## config.mk

```make
export PLATFORM = sky130hd
export DESIGN_NAME = optical_module_mgmt_interface
export DESIGN_NICKNAME = d
export VERILOG_FILES = /design/src/design/mgmt_pkg.sv /design/src/design/mgmt_if.sv /design/src/design/two_wire_slave.sv /design/src/design/optical_module_mgmt_interface.sv
export SDC_FILE = /design/constraint.sdc
export NUM_CORES = 1
export LEC_CHECK = 0
export BUFFER_PORTS_ARGS = -buffer_cell sky130_fd_sc_hd__buf_2
export CELL_PAD_IN_SITES_DETAIL_PLACEMENT = 0
export CELL_PAD_IN_SITES_GLOBAL_PLACEMENT = 2
export CORE_ASPECT_RATIO = 0.5
export CORE_UTILIZATION = 39
export DETAILED_ROUTE_END_ITERATION = 8
export MAX_ROUTING_LAYER = met4
export PLACE_DENSITY_LB_ADDON = 0.1
export SETUP_SLACK_MARGIN = 0.05
export SLEW_MARGIN = 5
export SYNTH_ARGS = -nofsm -noshare
export SYNTH_HDL_FRONTEND = slang
export SYNTH_HIERARCHICAL = 1
export SYNTH_SLANG_ARGS = --single-unit
```

## constraint.sdc

```tcl
create_clock -name clk_sys_i -period 2.4 [get_ports clk_sys_i]
set_input_delay 0.24 -clock clk_sys_i [delete_from_list [all_inputs] [get_ports clk_sys_i]]
set_output_delay 0.24 -clock clk_sys_i [all_outputs]
set_load 0.03 [all_outputs]
```

## src/design/mgmt_pkg.sv

```systemverilog
package mgmt_pkg;

    typedef logic [7:0] byte_t;

    typedef enum logic [3:0] {
        ST_IDLE, ST_DEV, ST_ACK_DEV, ST_REG, ST_ACK_REG, ST_WR, ST_ACK_WR, ST_RD, ST_ACK_RD
    } slave_state_t;

    // ----------------------------------------------------------------
    // Two-wire bus
    // ----------------------------------------------------------------
    localparam logic [6:0] DEV_ADDR = 7'h50;
    localparam logic [3:0] BIT_COUNT_FULL = 4'h8;
    localparam logic [3:0] BIT_COUNT_FIRST = 4'h1;

    // ----------------------------------------------------------------
    // Memory map
    // ----------------------------------------------------------------
    localparam int NUM_MON = 5;
    localparam byte_t ADDR_MON_LAST = 8'h04;
    localparam byte_t ADDR_ALARM_HI = 8'h05;
    localparam byte_t ADDR_ALARM_LO = 8'h06;
    localparam byte_t ADDR_WARN_HI = 8'h07;
    localparam byte_t ADDR_WARN_LO = 8'h08;
    localparam byte_t ADDR_STATUS = 8'h09;
    localparam byte_t ADDR_RAM_BASE = 8'h10;
    localparam byte_t ADDR_RAM_LAST = 8'h1F;
    localparam int RAM_DEPTH = 16;
    localparam int RAM_IDX_W = 4;
    localparam byte_t RESET_BYTE = 8'h00;
    localparam int STATUS_LOS_BIT = 0;
    localparam int STATUS_TXDIS_BIT = 1;
    localparam int STATUS_INT_BIT = 2;

    // Factory limits, index 0 temperature, 1 bias, 2 tx power, 3 rx power, 4 supply.
    localparam logic [NUM_MON-1:0][7:0] ALARM_HI = {8'hF0, 8'hF0, 8'hF0, 8'hF0, 8'hF0};
    localparam logic [NUM_MON-1:0][7:0] WARN_HI = {8'hE0, 8'hE0, 8'hE0, 8'hE0, 8'hE0};
    localparam logic [NUM_MON-1:0][7:0] WARN_LO = {8'h20, 8'h20, 8'h20, 8'h20, 8'h20};
    localparam logic [NUM_MON-1:0][7:0] ALARM_LO = {8'h10, 8'h10, 8'h10, 8'h10, 8'h10};

    // ----------------------------------------------------------------
    // Pins and timing
    // ----------------------------------------------------------------
    localparam int PIN_COUNT = 6;
    localparam int PIN_SCL = 0;
    localparam int PIN_SDA = 1;
    localparam int PIN_DESEL = 2;
    localparam int PIN_TXDIS = 3;
    localparam int PIN_PDOWN = 4;
    localparam int PIN_SIGDET = 5;
    // Synchroniser reset: bus idle high, deselected, transmit disabled, no signal.
    localparam logic [PIN_COUNT-1:0] PIN_RESET = 6'h0F;
    localparam int unsigned CLK_FREQ_HZ = 100_000_000;
    localparam int unsigned TX_TOGGLE_TIME_MS = 100;
    localparam int unsigned TX_TOGGLE_CYCLES = TX_TOGGLE_TIME_MS * (CLK_FREQ_HZ / 1000);

endpackage

```

## src/design/mgmt_if.sv

```systemverilog
`timescale 1ns/1ps
interface mgmt_if;
    mgmt_pkg::byte_t addr;
    mgmt_pkg::byte_t wdata;
    logic we;
    mgmt_pkg::byte_t rdata;

    modport slave (output addr, output wdata, output we, input rdata);
    modport mem (input addr, input wdata, input we, output rdata);
endinterface

```

## src/design/two_wire_slave.sv

```systemverilog
`timescale 1ns/1ps
module two_wire_slave (
    input wire logic clk_i,
    input wire logic rstn_i,
    input wire logic clear_i,
    input wire logic scl_i,
    input wire logic sda_i,
    output logic sda_drive_o,
    mgmt_if.slave bus
);
    import mgmt_pkg::*;

    slave_state_t state;
    logic scl_q;
    logic sda_q;
    logic rw;
    logic we;
    logic [3:0] bit_cnt;
    byte_t shreg;
    byte_t ptr;

    // ----------------------------------------------------------------
    // Bus conditions
    // ----------------------------------------------------------------
    wire scl_rise = scl_i & ~scl_q;
    wire scl_fall = ~scl_i & scl_q;
    wire start_seen = scl_i & scl_q & sda_q & ~sda_i;
    wire stop_seen = scl_i & scl_q & ~sda_q & sda_i;
    wire byte_full = (bit_cnt == BIT_COUNT_FULL);
    wire addr_match = (shreg[7:1] == DEV_ADDR);
    wire shift_state = (state == ST_DEV) || (state == ST_REG) || (state == ST_WR);

    assign bus.addr = ptr;
    assign bus.wdata = shreg;
    assign bus.we = we;

    always_ff @(posedge clk_i or negedge rstn_i) begin
        if (!rstn_i) begin
            state <= ST_IDLE;
            scl_q <= 1'b1;
            sda_q <= 1'b1;
            rw <= 1'b0;
            we <= 1'b0;
            bit_cnt <= '0;
            shreg <= RESET_BYTE;
            ptr <= RESET_BYTE;
            sda_drive_o <= 1'b0;
        end else begin
            scl_q <= scl_i;
            sda_q <= sda_i;
            we <= 1'b0;
            if (clear_i) begin
                state <= ST_IDLE;
                bit_cnt <= '0;
                sda_drive_o <= 1'b0;
            end else if (start_seen) begin
                state <= ST_DEV;
                bit_cnt <= '0;
                sda_drive_o <= 1'b0;
            end else if (stop_seen) begin
                state <= ST_IDLE;
                sda_drive_o <= 1'b0;
            end else if (scl_rise) begin
                if (state == ST_ACK_RD && sda_i) begin
                    state <= ST_IDLE;
                end else if (shift_state) begin
                    shreg <= {shreg[6:0], sda_i};
                    bit_cnt <= bit_cnt + 4'h1;
                end
            end else if (scl_fall) begin
                case (state)
                    ST_DEV: begin
                        if (byte_full) begin
                            rw <= shreg[0];
                            sda_drive_o <= addr_match;
                            state <= addr_match ? ST_ACK_DEV : ST_IDLE;
                        end
                    end
                    ST_REG: begin
                        if (byte_full) begin
                            ptr <= shreg;
                            sda_drive_o <= 1'b1;
                            state <= ST_ACK_REG;
                        end
                    end
                    ST_WR: begin
                        if (byte_full) begin
                            we <= 1'b1;
                            sda_drive_o <= 1'b1;
                            state <= ST_ACK_WR;
                        end
                    end
                    ST_ACK_DEV: begin
                        bit_cnt <= BIT_COUNT_FIRST;
                        if (rw) begin
                            shreg <= {bus.rdata[6:0], 1'b1};
                            sda_drive_o <= ~bus.rdata[7];
                            state <= ST_RD;
                        end else begin
                            bit_cnt <= '0;
                            sda_drive_o <= 1'b0;
                            state <= ST_REG;
                        end
                    end
                    ST_ACK_REG: begin
                        bit_cnt <= '0;
                        sda_drive_o <= 1'b0;
                        state <= ST_WR;
                    end
                    ST_ACK_WR: begin
                        bit_cnt <= '0;
                        ptr <= ptr + 8'h01;
                        sda_drive_o <= 1'b0;
                        state <= ST_WR;
                    end
                    ST_RD: begin
                        if (byte_full) begin
                            ptr <= ptr + 8'h01;
                            sda_drive_o <= 1'b0;
                            state <= ST_ACK_RD;
                        end else begin
                            sda_drive_o <= ~shreg[7];
                            shreg <= {shreg[6:0], 1'b1};
                            bit_cnt <= bit_cnt + 4'h1;
                        end
                    end
                    ST_ACK_RD: begin
                        bit_cnt <= BIT_COUNT_FIRST;
                        shreg <= {bus.rdata[6:0], 1'b1};
                        sda_drive_o <= ~bus.rdata[7];
                        state <= ST_RD;
                    end
                    default: begin
                        state <= ST_IDLE;
                    end
                endcase
            end
        end
    end
endmodule // two_wire_slave

```

## src/design/optical_module_mgmt_interface.sv

```systemverilog
// Functional notes
// - Answer two-wire commands only while deselect is low.
// - Pull interrupt low whenever a readable important condition exists.
// - Transmit disable turns the laser source off.
// - Laser off within 100 ms of disable, on within 100 ms of release.
// - Module-absent output is held low.
// - Receiver loss of signal is reported on its own pin.
// - Loss-of-signal pin is low when signal present, high when lost.
// - Power-down high keeps the module in low-power standby.
// - Power-down falling edge resets everything, two-wire interface included; the slave address pointer is not reset.
// - Data is taken on SCL rising edge into unprotected memory only.
// - Read data on SDA changes on SCL falling edge.
// - SDA is two-way; start and stop are SDA changes while SCL high.
// - Memory is 8-bit words, single or sequential with address increment.
// - Random and sequential access from address zero to the top.
// - Live temperature, bias, tx power, rx power, supply readings are readable.
// - Alarm and warning flags set when a reading leaves its limits.
`timescale 1ns/1ps
module optical_module_mgmt_interface #(
    parameter int unsigned TX_TOGGLE_LIMIT = mgmt_pkg::TX_TOGGLE_CYCLES
) (
    input wire logic clk_sys_i,
    input wire logic rstn_i,
    input wire logic deselect_i,
    input wire logic transmit_disable_i,
    input wire logic power_down_i,
    input wire logic scl_i,
    input wire logic sda_i,
    input wire logic signal_detect_i,
    input wire mgmt_pkg::byte_t mon_temperature_i,
    input wire mgmt_pkg::byte_t mon_bias_i,
    input wire mgmt_pkg::byte_t mon_tx_power_i,
    input wire mgmt_pkg::byte_t mon_rx_power_i,
    input wire mgmt_pkg::byte_t mon_supply_i,
    output logic sda_o,
    output logic sda_oe_o,
    output logic interrupt_n_o,
    output logic module_absent_o,
    output logic receive_signal_lost_o,
    output logic laser_enable_o,
    output logic standby_o
);
    import mgmt_pkg::*;

    // ----------------------------------------------------------------
    // Pin synchronisers
    // ----------------------------------------------------------------
    logic [PIN_COUNT-1:0] pin_meta;
    logic [PIN_COUNT-1:0] pin_sync;
    logic pd_prev;

    wire [PIN_COUNT-1:0] pin_raw = {signal_detect_i, power_down_i, transmit_disable_i,
                                    deselect_i, sda_i, scl_i};

    always_ff @(posedge clk_sys_i or negedge rstn_i) begin
        if (!rstn_i) begin
            pin_meta <= PIN_RESET;
            pin_sync <= PIN_RESET;
            pd_prev <= 1'b0;
        end else begin
            pin_meta <= pin_raw;
            pin_sync <= pin_meta;
            pd_prev <= pin_sync[PIN_PDOWN];
        end
    end

    wire scl_s = pin_sync[PIN_SCL];
    wire sda_s = pin_sync[PIN_SDA];
    wire deselect_s = pin_sync[PIN_DESEL];
    wire transmit_disable_s = pin_sync[PIN_TXDIS];
    wire pd_s = pin_sync[PIN_PDOWN];
    wire sigdet_s = pin_sync[PIN_SIGDET];

    // A falling edge of power-down clears the flags, user memory and slave state, but keeps the slave address pointer.
    wire soft_clear = pd_prev & ~pd_s;
    wire slave_clear = deselect_s | pd_s | soft_clear;

    // ----------------------------------------------------------------
    // Two-wire slave
    // ----------------------------------------------------------------
    mgmt_if mem_bus ();

    two_wire_slave u_slave (
        .clk_i(clk_sys_i),
        .rstn_i(rstn_i),
        .clear_i(slave_clear),
        .scl_i(scl_s),
        .sda_i(sda_s),
        .sda_drive_o(sda_oe_o),
        .bus(mem_bus.slave)
    );

    // ----------------------------------------------------------------
    // Monitor readings and limit flags
    // ----------------------------------------------------------------
    byte_t mon_value [NUM_MON];
    logic [NUM_MON-1:0] alarm_hi;
    logic [NUM_MON-1:0] alarm_lo;
    logic [NUM_MON-1:0] warn_hi;
    logic [NUM_MON-1:0] warn_lo;
    logic [NUM_MON-1:0] next_alarm_hi;
    logic [NUM_MON-1:0] next_alarm_lo;
    logic [NUM_MON-1:0] next_warn_hi;
    logic [NUM_MON-1:0] next_warn_lo;

    assign mon_value[0] = mon_temperature_i;
    assign mon_value[1] = mon_bias_i;
    assign mon_value[2] = mon_tx_power_i;
    assign mon_value[3] = mon_rx_power_i;
    assign mon_value[4] = mon_supply_i;

    for (genvar i = 0; i < NUM_MON; i++) begin : g_limit
        assign next_alarm_hi[i] = mon_value[i] > ALARM_HI[i];
        assign next_alarm_lo[i] = mon_value[i] < ALARM_LO[i];
        assign next_warn_hi[i] = mon_value[i] > WARN_HI[i];
        assign next_warn_lo[i] = mon_value[i] < WARN_LO[i];
    end

    always_ff @(posedge clk_sys_i or negedge rstn_i) begin
        if (!rstn_i) begin
            alarm_hi <= '0;
            alarm_lo <= '0;
            warn_hi <= '0;
            warn_lo <= '0;
        end else if (soft_clear) begin
            alarm_hi <= '0;
            alarm_lo <= '0;
            warn_hi <= '0;
            warn_lo <= '0;
        end else begin
            alarm_hi <= next_alarm_hi;
            alarm_lo <= next_alarm_lo;
            warn_hi <= next_warn_hi;
            warn_lo <= next_warn_lo;
        end
    end

    wire flag_any = |{alarm_hi, alarm_lo, warn_hi, warn_lo};
    wire attention = flag_any | ~sigdet_s;

    // ----------------------------------------------------------------
    // User memory and read mux
    // ----------------------------------------------------------------
    logic [RAM_DEPTH-1:0][7:0] user_ram;

    wire ram_hit = (mem_bus.addr >= ADDR_RAM_BASE) && (mem_bus.addr <= ADDR_RAM_LAST);
    wire mon_hit = (mem_bus.addr <= ADDR_MON_LAST);
    wire [RAM_IDX_W-1:0] ram_idx = mem_bus.addr[RAM_IDX_W-1:0];
    wire [2:0] mon_idx = mem_bus.addr[2:0];
    wire ram_write = mem_bus.we & ram_hit;

    byte_t status_byte;
    assign status_byte = {5'h00, ~interrupt_n_o, transmit_disable_s, ~sigdet_s};

    always_ff @(posedge clk_sys_i or negedge rstn_i) begin
        if (!rstn_i) begin
            user_ram <= '0;
        end else if (soft_clear) begin
            user_ram <= '0;
        end else if (ram_write) begin
            user_ram[ram_idx] <= mem_bus.wdata;
        end
    end

    // Unmapped addresses read as zero so a sequential read can run to the top.
    assign mem_bus.rdata = ram_hit ? user_ram[ram_idx] :
                           mon_hit ? mon_value[mon_idx] :
                           (mem_bus.addr == ADDR_ALARM_HI) ? {3'h0, alarm_hi} :
                           (mem_bus.addr == ADDR_ALARM_LO) ? {3'h0, alarm_lo} :
                           (mem_bus.addr == ADDR_WARN_HI) ? {3'h0, warn_hi} :
                           (mem_bus.addr == ADDR_WARN_LO) ? {3'h0, warn_lo} :
                           (mem_bus.addr == ADDR_STATUS) ? status_byte :
                           RESET_BYTE;

    // ----------------------------------------------------------------
    // Pin outputs
    // ----------------------------------------------------------------
    wire next_laser = ~transmit_disable_s & ~pd_s;

    always_ff @(posedge clk_sys_i or negedge rstn_i) begin
        if (!rstn_i) begin
            laser_enable_o <= 1'b0;
            standby_o <= 1'b0;
            interrupt_n_o <= 1'b1;
            receive_signal_lost_o <= 1'b1;
            module_absent_o <= 1'b0;
            sda_o <= 1'b0;
        end else begin
            laser_enable_o <= next_laser;
            standby_o <= pd_s;
            interrupt_n_o <= ~attention;
            receive_signal_lost_o <= ~sigdet_s;
            module_absent_o <= 1'b0;
            sda_o <= 1'b0;
        end
    end

    // ----------------------------------------------------------------
    // Checks
    // ----------------------------------------------------------------
    int unsigned tx_lag;

    always_ff @(posedge clk_sys_i or negedge rstn_i) begin
        if (!rstn_i) begin
            tx_lag <= 0;
        end else if (laser_enable_o != next_laser) begin
            tx_lag <= tx_lag + 1;
        end else begin
            tx_lag <= 0;
        end
    end
endmodule // optical_module_mgmt_interface

```

* Word level (Yosys, flattened, before mapping)
Cells that the tools add are included. Widths: inputs -> output; s select.
Cells by class: bitwise gates (word level) 29, eq/ne operators 33, reduce and logical (&&, ||, !) cells 23, add/subtract/negate cells 2, multiplexer cells 71, magnitude comparators 26
Operators by type and width (count):
- $mux 128 | 2
- $bwmux 128 | 1
- $mux 8 | 14
- $gt 8x8->1 const B | 10
- $mux 4 | 18
- $pmux 8 s3 | 2
- $lt 8x5->1 const B | 5
- $lt 8x6->1 const B | 5
- $mux 5 | 8
- $bmux 8 s4 | 1
- $demux 8 s4 | 1
- $pmux 4 s7 | 1
- $bmux 8 s3 | 1
- $eq 8x3->1 const B | 3
- $ne 6x2->1 const B | 4
- $reduce_or 20->1 | 1
- $mux 1 | 17
- $eq 4x3->1 const B | 4
- $eq 8x4->1 const B | 2
- $pmux 4 s4 | 1
- $not 1->1 | 15
- $ne 4x4->1 const B | 3
- $reduce_and 6->1 | 2
- $reduce_bool 4->1 | 3
- 38 further kinds | 60
Storage, ports and cells: bits of input ports 48, flip-flop bits (word level) 193, output and inout port bits 7, logic and storage cells 219

* Longest topological paths before layout
depth after elaboration 16, gate-level depth with buffers 11, depth with buffers taken out 7

* Cells and area by module
Netlist, hierarchy kept.
Modules (own cells, without submodules):
- optical_module_mgmt_interface | area an instance 8348.0 um^2, cells an instance 894, sequential area each 4116.4 um^2, instances 1
- two_wire_slave | area an instance 2018.2 um^2, cells an instance 221, sequential area each 728.2 um^2, instances 1

* Least setup slack after synthesis
OpenSTA, ideal clock, no wires.
kind register -> register, start point register u_slave.ptr[1], in the netlist u_slave/bus.addr[1], end point register u_slave.sda_drive_o, path buffers 3, data required time 2306 ps, setup time 94 ps, arrival 2055 ps, setup slack 251 ps, clock period less this slack 2149 ps, stages on the path, launching flop included 11, cells stage by stage dfrtp_1 > buf_2 > buf_2 > buf_2 > mux4_2 > mux2i_1 > nor3_1 > a211o_1 > nor2_1 > a21oi_1 > a211oi_1
Between the ends: cells in the longest elaborated chain, start to end 14, elaborated cells between the ends (all ways) 20, those cells by class order compare: 3; mux: 14; bitwise: 2; reduce/logical: 1
RTL lines:
- start: declaration | RTL line two_wire_slave.sv:20 | byte_t ptr;
- start signal: assignment | RTL line two_wire_slave.sv:81 | ptr <= shreg;
- start signal: assignment | RTL line two_wire_slave.sv:112 | ptr <= ptr + 8'h01;
- start signal: assignment | RTL line two_wire_slave.sv:118 | ptr <= ptr + 8'h01;
- $not 3->4 (not written as such) | RTL line optical_module_mgmt_interface.sv:167 | mon_hit ? mon_value[mon_idx] :
- $bmux 8 s3 | RTL line optical_module_mgmt_interface.sv:167
- $mux 8 (not written as such) (2 in series) | RTL line optical_module_mgmt_interface.sv:167
- $mux 8 | RTL line optical_module_mgmt_interface.sv:167
- $mux 8 * | RTL line optical_module_mgmt_interface.sv:166 | assign mem_bus.rdata = ram_hit ? user_ram[ram_idx] :
- net mem_bus.rdata[7] | RTL line mgmt_if.sv:6 | mgmt_pkg::byte_t rdata;
- $not 1->1 * | RTL line two_wire_slave.sv:97, two_wire_slave.sv:130
- $mux 1 | RTL line two_wire_slave.sv:95 | if (rw) begin
- $pmux 1 s6 * | RTL line two_wire_slave.sv:71 | case (state)
- $mux 1 * | RTL line two_wire_slave.sv:70 | end else if (scl_fall) begin
- $mux 1 * | RTL line two_wire_slave.sv:63 | end else if (scl_rise) begin
- $mux 1 * | RTL line two_wire_slave.sv:60 | end else if (stop_seen) begin
- $mux 1 * | RTL line two_wire_slave.sv:56 | end else if (start_seen) begin
- $mux 1 * | RTL line two_wire_slave.sv:52 | if (clear_i) begin
- end signal: assignment | RTL line two_wire_slave.sv:75 | sda_drive_o <= addr_match;
- end signal: assignment | RTL line two_wire_slave.sv:97 | sda_drive_o <= ~bus.rdata[7];
- end signal: assignment | RTL line two_wire_slave.sv:122 | sda_drive_o <= ~shreg[7];
- end: declaration | RTL line two_wire_slave.sv:8 | output logic sda_drive_o,
The timed path passes the listed nets; every way through them passes the cells marked *. The select of a mux whose other input is x is not followed. A chain may end at the register's enable or synchronous reset.

* Final worst setup path
start point register u_slave.ptr[0], in the netlist u_slave/bus.addr[0], end point register u_slave.sda_drive_o
Same word-level chain as after synthesis.

==> results.yml <==
clock_network:
  cts_tree: "done"
  path_clk_slew_ps: 70
  clkSinkCount: 193
  clk_latency_ps: 460
  cts-buffers-inserted: 17
  cts.path.max_buffers: 2
  htreeDepth: 4
  postCtsSetupRepairBufs: 0
  root_buffer: "clkbuf_16"
run:
  cap_violations: 0
power:
  powerDensity_nw_per_um2: 595
  ir_drop_mv: 0.523
  p_leak_nw: 5.03
  power_mw: 7.22
synthesis:
  ys_top_cells_by_count: "258 x nand2_1, 181 x dfrtp_1, 162 x a21oi_1"
  synth_edf_count: 0
  ys_seq_area_share_pct: 46.7
  synth_top_area_share_pct: 43.7
  synthTopCellsByArea: "dfrtp_1 44%, nand2_1 9.3%, a21oi_1 7.8%"
  yosys_most_used_dff: "dfrtp_1"
  syn_area_per_cell_um2: 9.30
  synth_top_area_cell: "dfrtp_1"
  synthesis.area_um2: 10400
  ys_types: 75
  yosysWarnings: 6
  synth.most_common_cell: "nand2_1"
  ys_async_sr_fraction_pct: 100
  ys_ff_latch: 193
  postSynthCellCount: 1115
global_route:
  antenna_found_initial: 0
  overflow: 0
  grt_pass1_wl_mm: 51.9
  grt_max_degree: 63
  grtUsageTotal_pct: 26.5
  grt_pass1_vias: 8706
placed_design:
  dp_slack_ps: 170
  dpl.cell_count: 1493
  io_buffers: 52
  placed_area_um2: 11300
  hpwlAfterDp_mm: 23.3
  gp_congestion: 0.857
drt:
  drc: 0
  viasPerCell: 5.72
  vias: 8821
  drtAntennaViolNets: 0
  wl_per_cell_um: 21.6
  dr.pass1.iters: 5
  routed_wl_mm: 33.3
  dr.first_iter.drc_count: 761
timing:
  fin_crit_sh_pct: 93.8
  hold_slack_ps: 16.9
  skew_ps: 16.8
  final.setup.worst_slack_ps: 150
  finalSetupTns_ps: 0
  setup_violations: 0
  maxSlewViolCount: 0
  rsz0062_at_grt: "no"
  fmax_mhz: 444
  tightestPinTransition_ps: 646
  period_needed_ps: 2250
  relSlewSlack_pct: 56.8
  finalHoldViolCount: 0
finish:
  nets: 1240
  n_antenna_cell: 0
  post-route-util_pct: 47.4
  finish.instance_area_um2: 12100
  layoutNonFillerInstCount: 1543
  drive_above_1_share_pct: 20.1
  area_growth_pct: 17.2
die:
  coreArea_um2: 25600
  initial_core_util_pct: 40.4
  row_count: 41
  die_height_um: 117
  fp.dieArea_um2: 27300
  die_w_um: 233
  pin_count: 55
critical_path:
  crit_path_start_kind: "flip-flop"
  crit_path_end_kind: "flip-flop"
  cpMaxStageDelayCell: "mux4_2"
  rr_startpoint: "u_slave/bus.addr[0]"
  crit_top_cell: "a21oi_1"
  rr_worst_depth: 8
  slowest_delay_ps: 530
  critical_path_class: "flip-flop to flip-flop"
  r2r-end: "u_slave/sda_drive_o"
  arrival_ps: 2610
  crit_path_max_fanout: 28
  cp.required_ps: 2760
  crit_chain: "buf_12 -> mux4_2 -> nand2_1 -> a21oi_1 -> a211o_1 -> nor2_1 -> a21oi_1 -> a211oi_1"
  r2r_setup_slack_ps: 150
worst_hold_path:
  min_to: "alarm_hi[2]"
  hold_depth: 3
  hp-start: "mon_tx_power_i[4]"
  hold_class: "primary input to flip-flop"
outcome:
  status: "finished clean"
[repair_timing]
item / CTS / global route
endpoints found under the hold margin: 64 / 0
resized for setup: 0 / 3
endpoints found under the setup margin: 0 / 3
hold buffers: 18 / 0
[metal layers]
layer	part of all wire, %	wire length [µm]	track usage (%)	vias up
li1	-	-	-	4081
met1	49	16100	36.4	4495
met2	45	15100	40.5	215
met3	4.7	1560	5.04	30
met4	1.5	513	6.84	0
met5	0	0	-	-
[flip-flops by register name (all words and copies together) (netlist names)]
| name | flops |
|---|---|
| u_slave/bus.wdata | 8 |
| u_slave/bus.addr | 8 |
| u_slave/sda_drive_o | 1 |
| u_slave/rw | 1 |
| alarm_lo | 5 |
| u_slave/bus.we | 1 |
| pin_sync | 6 |
| alarm_hi | 5 |
| u_slave/scl_q | 1 |
| u_slave/state | 4 |
| user_ram | 128 |
| laser_enable_o | 1 |
| u_slave/bit_cnt | 4 |
| interrupt_n_o | 1 |
| warn_lo | 5 |
| pin_meta | 6 |
| u_slave/sda_q | 1 |
| standby_o | 1 |
| warn_hi | 5 |
| receive_signal_lost_o | 1 |
[where the power goes]
part           switching (mW)  internal, mW
clock network            1.39          1.82
registers              0.0362          3.31
logic                   0.474         0.196
total                    1.90          5.33
[cell type report]
| cell class | instances | area, µm² |
|---|---|---|
| tap | 344 | 430 |
| clock inverter | 13 | 195 |
| multi-input combinational | 816 | 5060 |
| fill | 2464 | 13500 |
| inverter | 23 | 90.1 |
| timing repair buffer | 135 | 1070 |
| clock buffer | 19 | 453 |
| sequential | 193 | 4850 |
[cell usage in the layout (no fill, tap or decap), drive strengths merged, types with 17 or more instances in the layout]
cell type,count
clkbuf,20
o21ai,66
nor3,17
buf,116
a21oi,167
dlygate4sd3,18
nor2,66
nand2,258
dfrtp,181
mux4,34
mux2i,31
inv,27
nand3,17
[worst max-delay path by stage]
stage	start	endpoint	slack [ps]	cells after the start
floorplan	u_slave/bus.addr[1]	u_slave/sda_drive_o	250	10
global placement	pin_sync[4]	u_slave/bus.addr[0]	190	6
detailed placement	u_slave/bus.addr[0]	u_slave/bus.wdata[4]	170	9
CTS	pin_sync[4]	u_slave/bus.addr[0]	140	6
global route	u_slave/bus.addr[0]	u_slave/bus.wdata[4]	50	9
finish	u_slave/bus.addr[0]	u_slave/sda_drive_o	150	8
[cells by family after synthesis]
family	Yosys count	share of synthesized area [%]
other cells	1	0.0362
mux	66	10.5
flops	193	46.7
simple gates	446	20.7
xor+xnor	2	0.241
buf+inv	107	4.67
fa+ha+maj	6	0.724
compound gates	294	16.5
[critical path: cells and delay by family, from the launching register on]
kind / cells / cell delay (ps)
AOI/OAI and AO/OA: 4 / 790
DFF: 1 / 390
and+or+nand+nor: 2 / 190
buffers and inverters: 1 / 240
muxes: 1 / 530
Power figures use the tool's default switching activity.
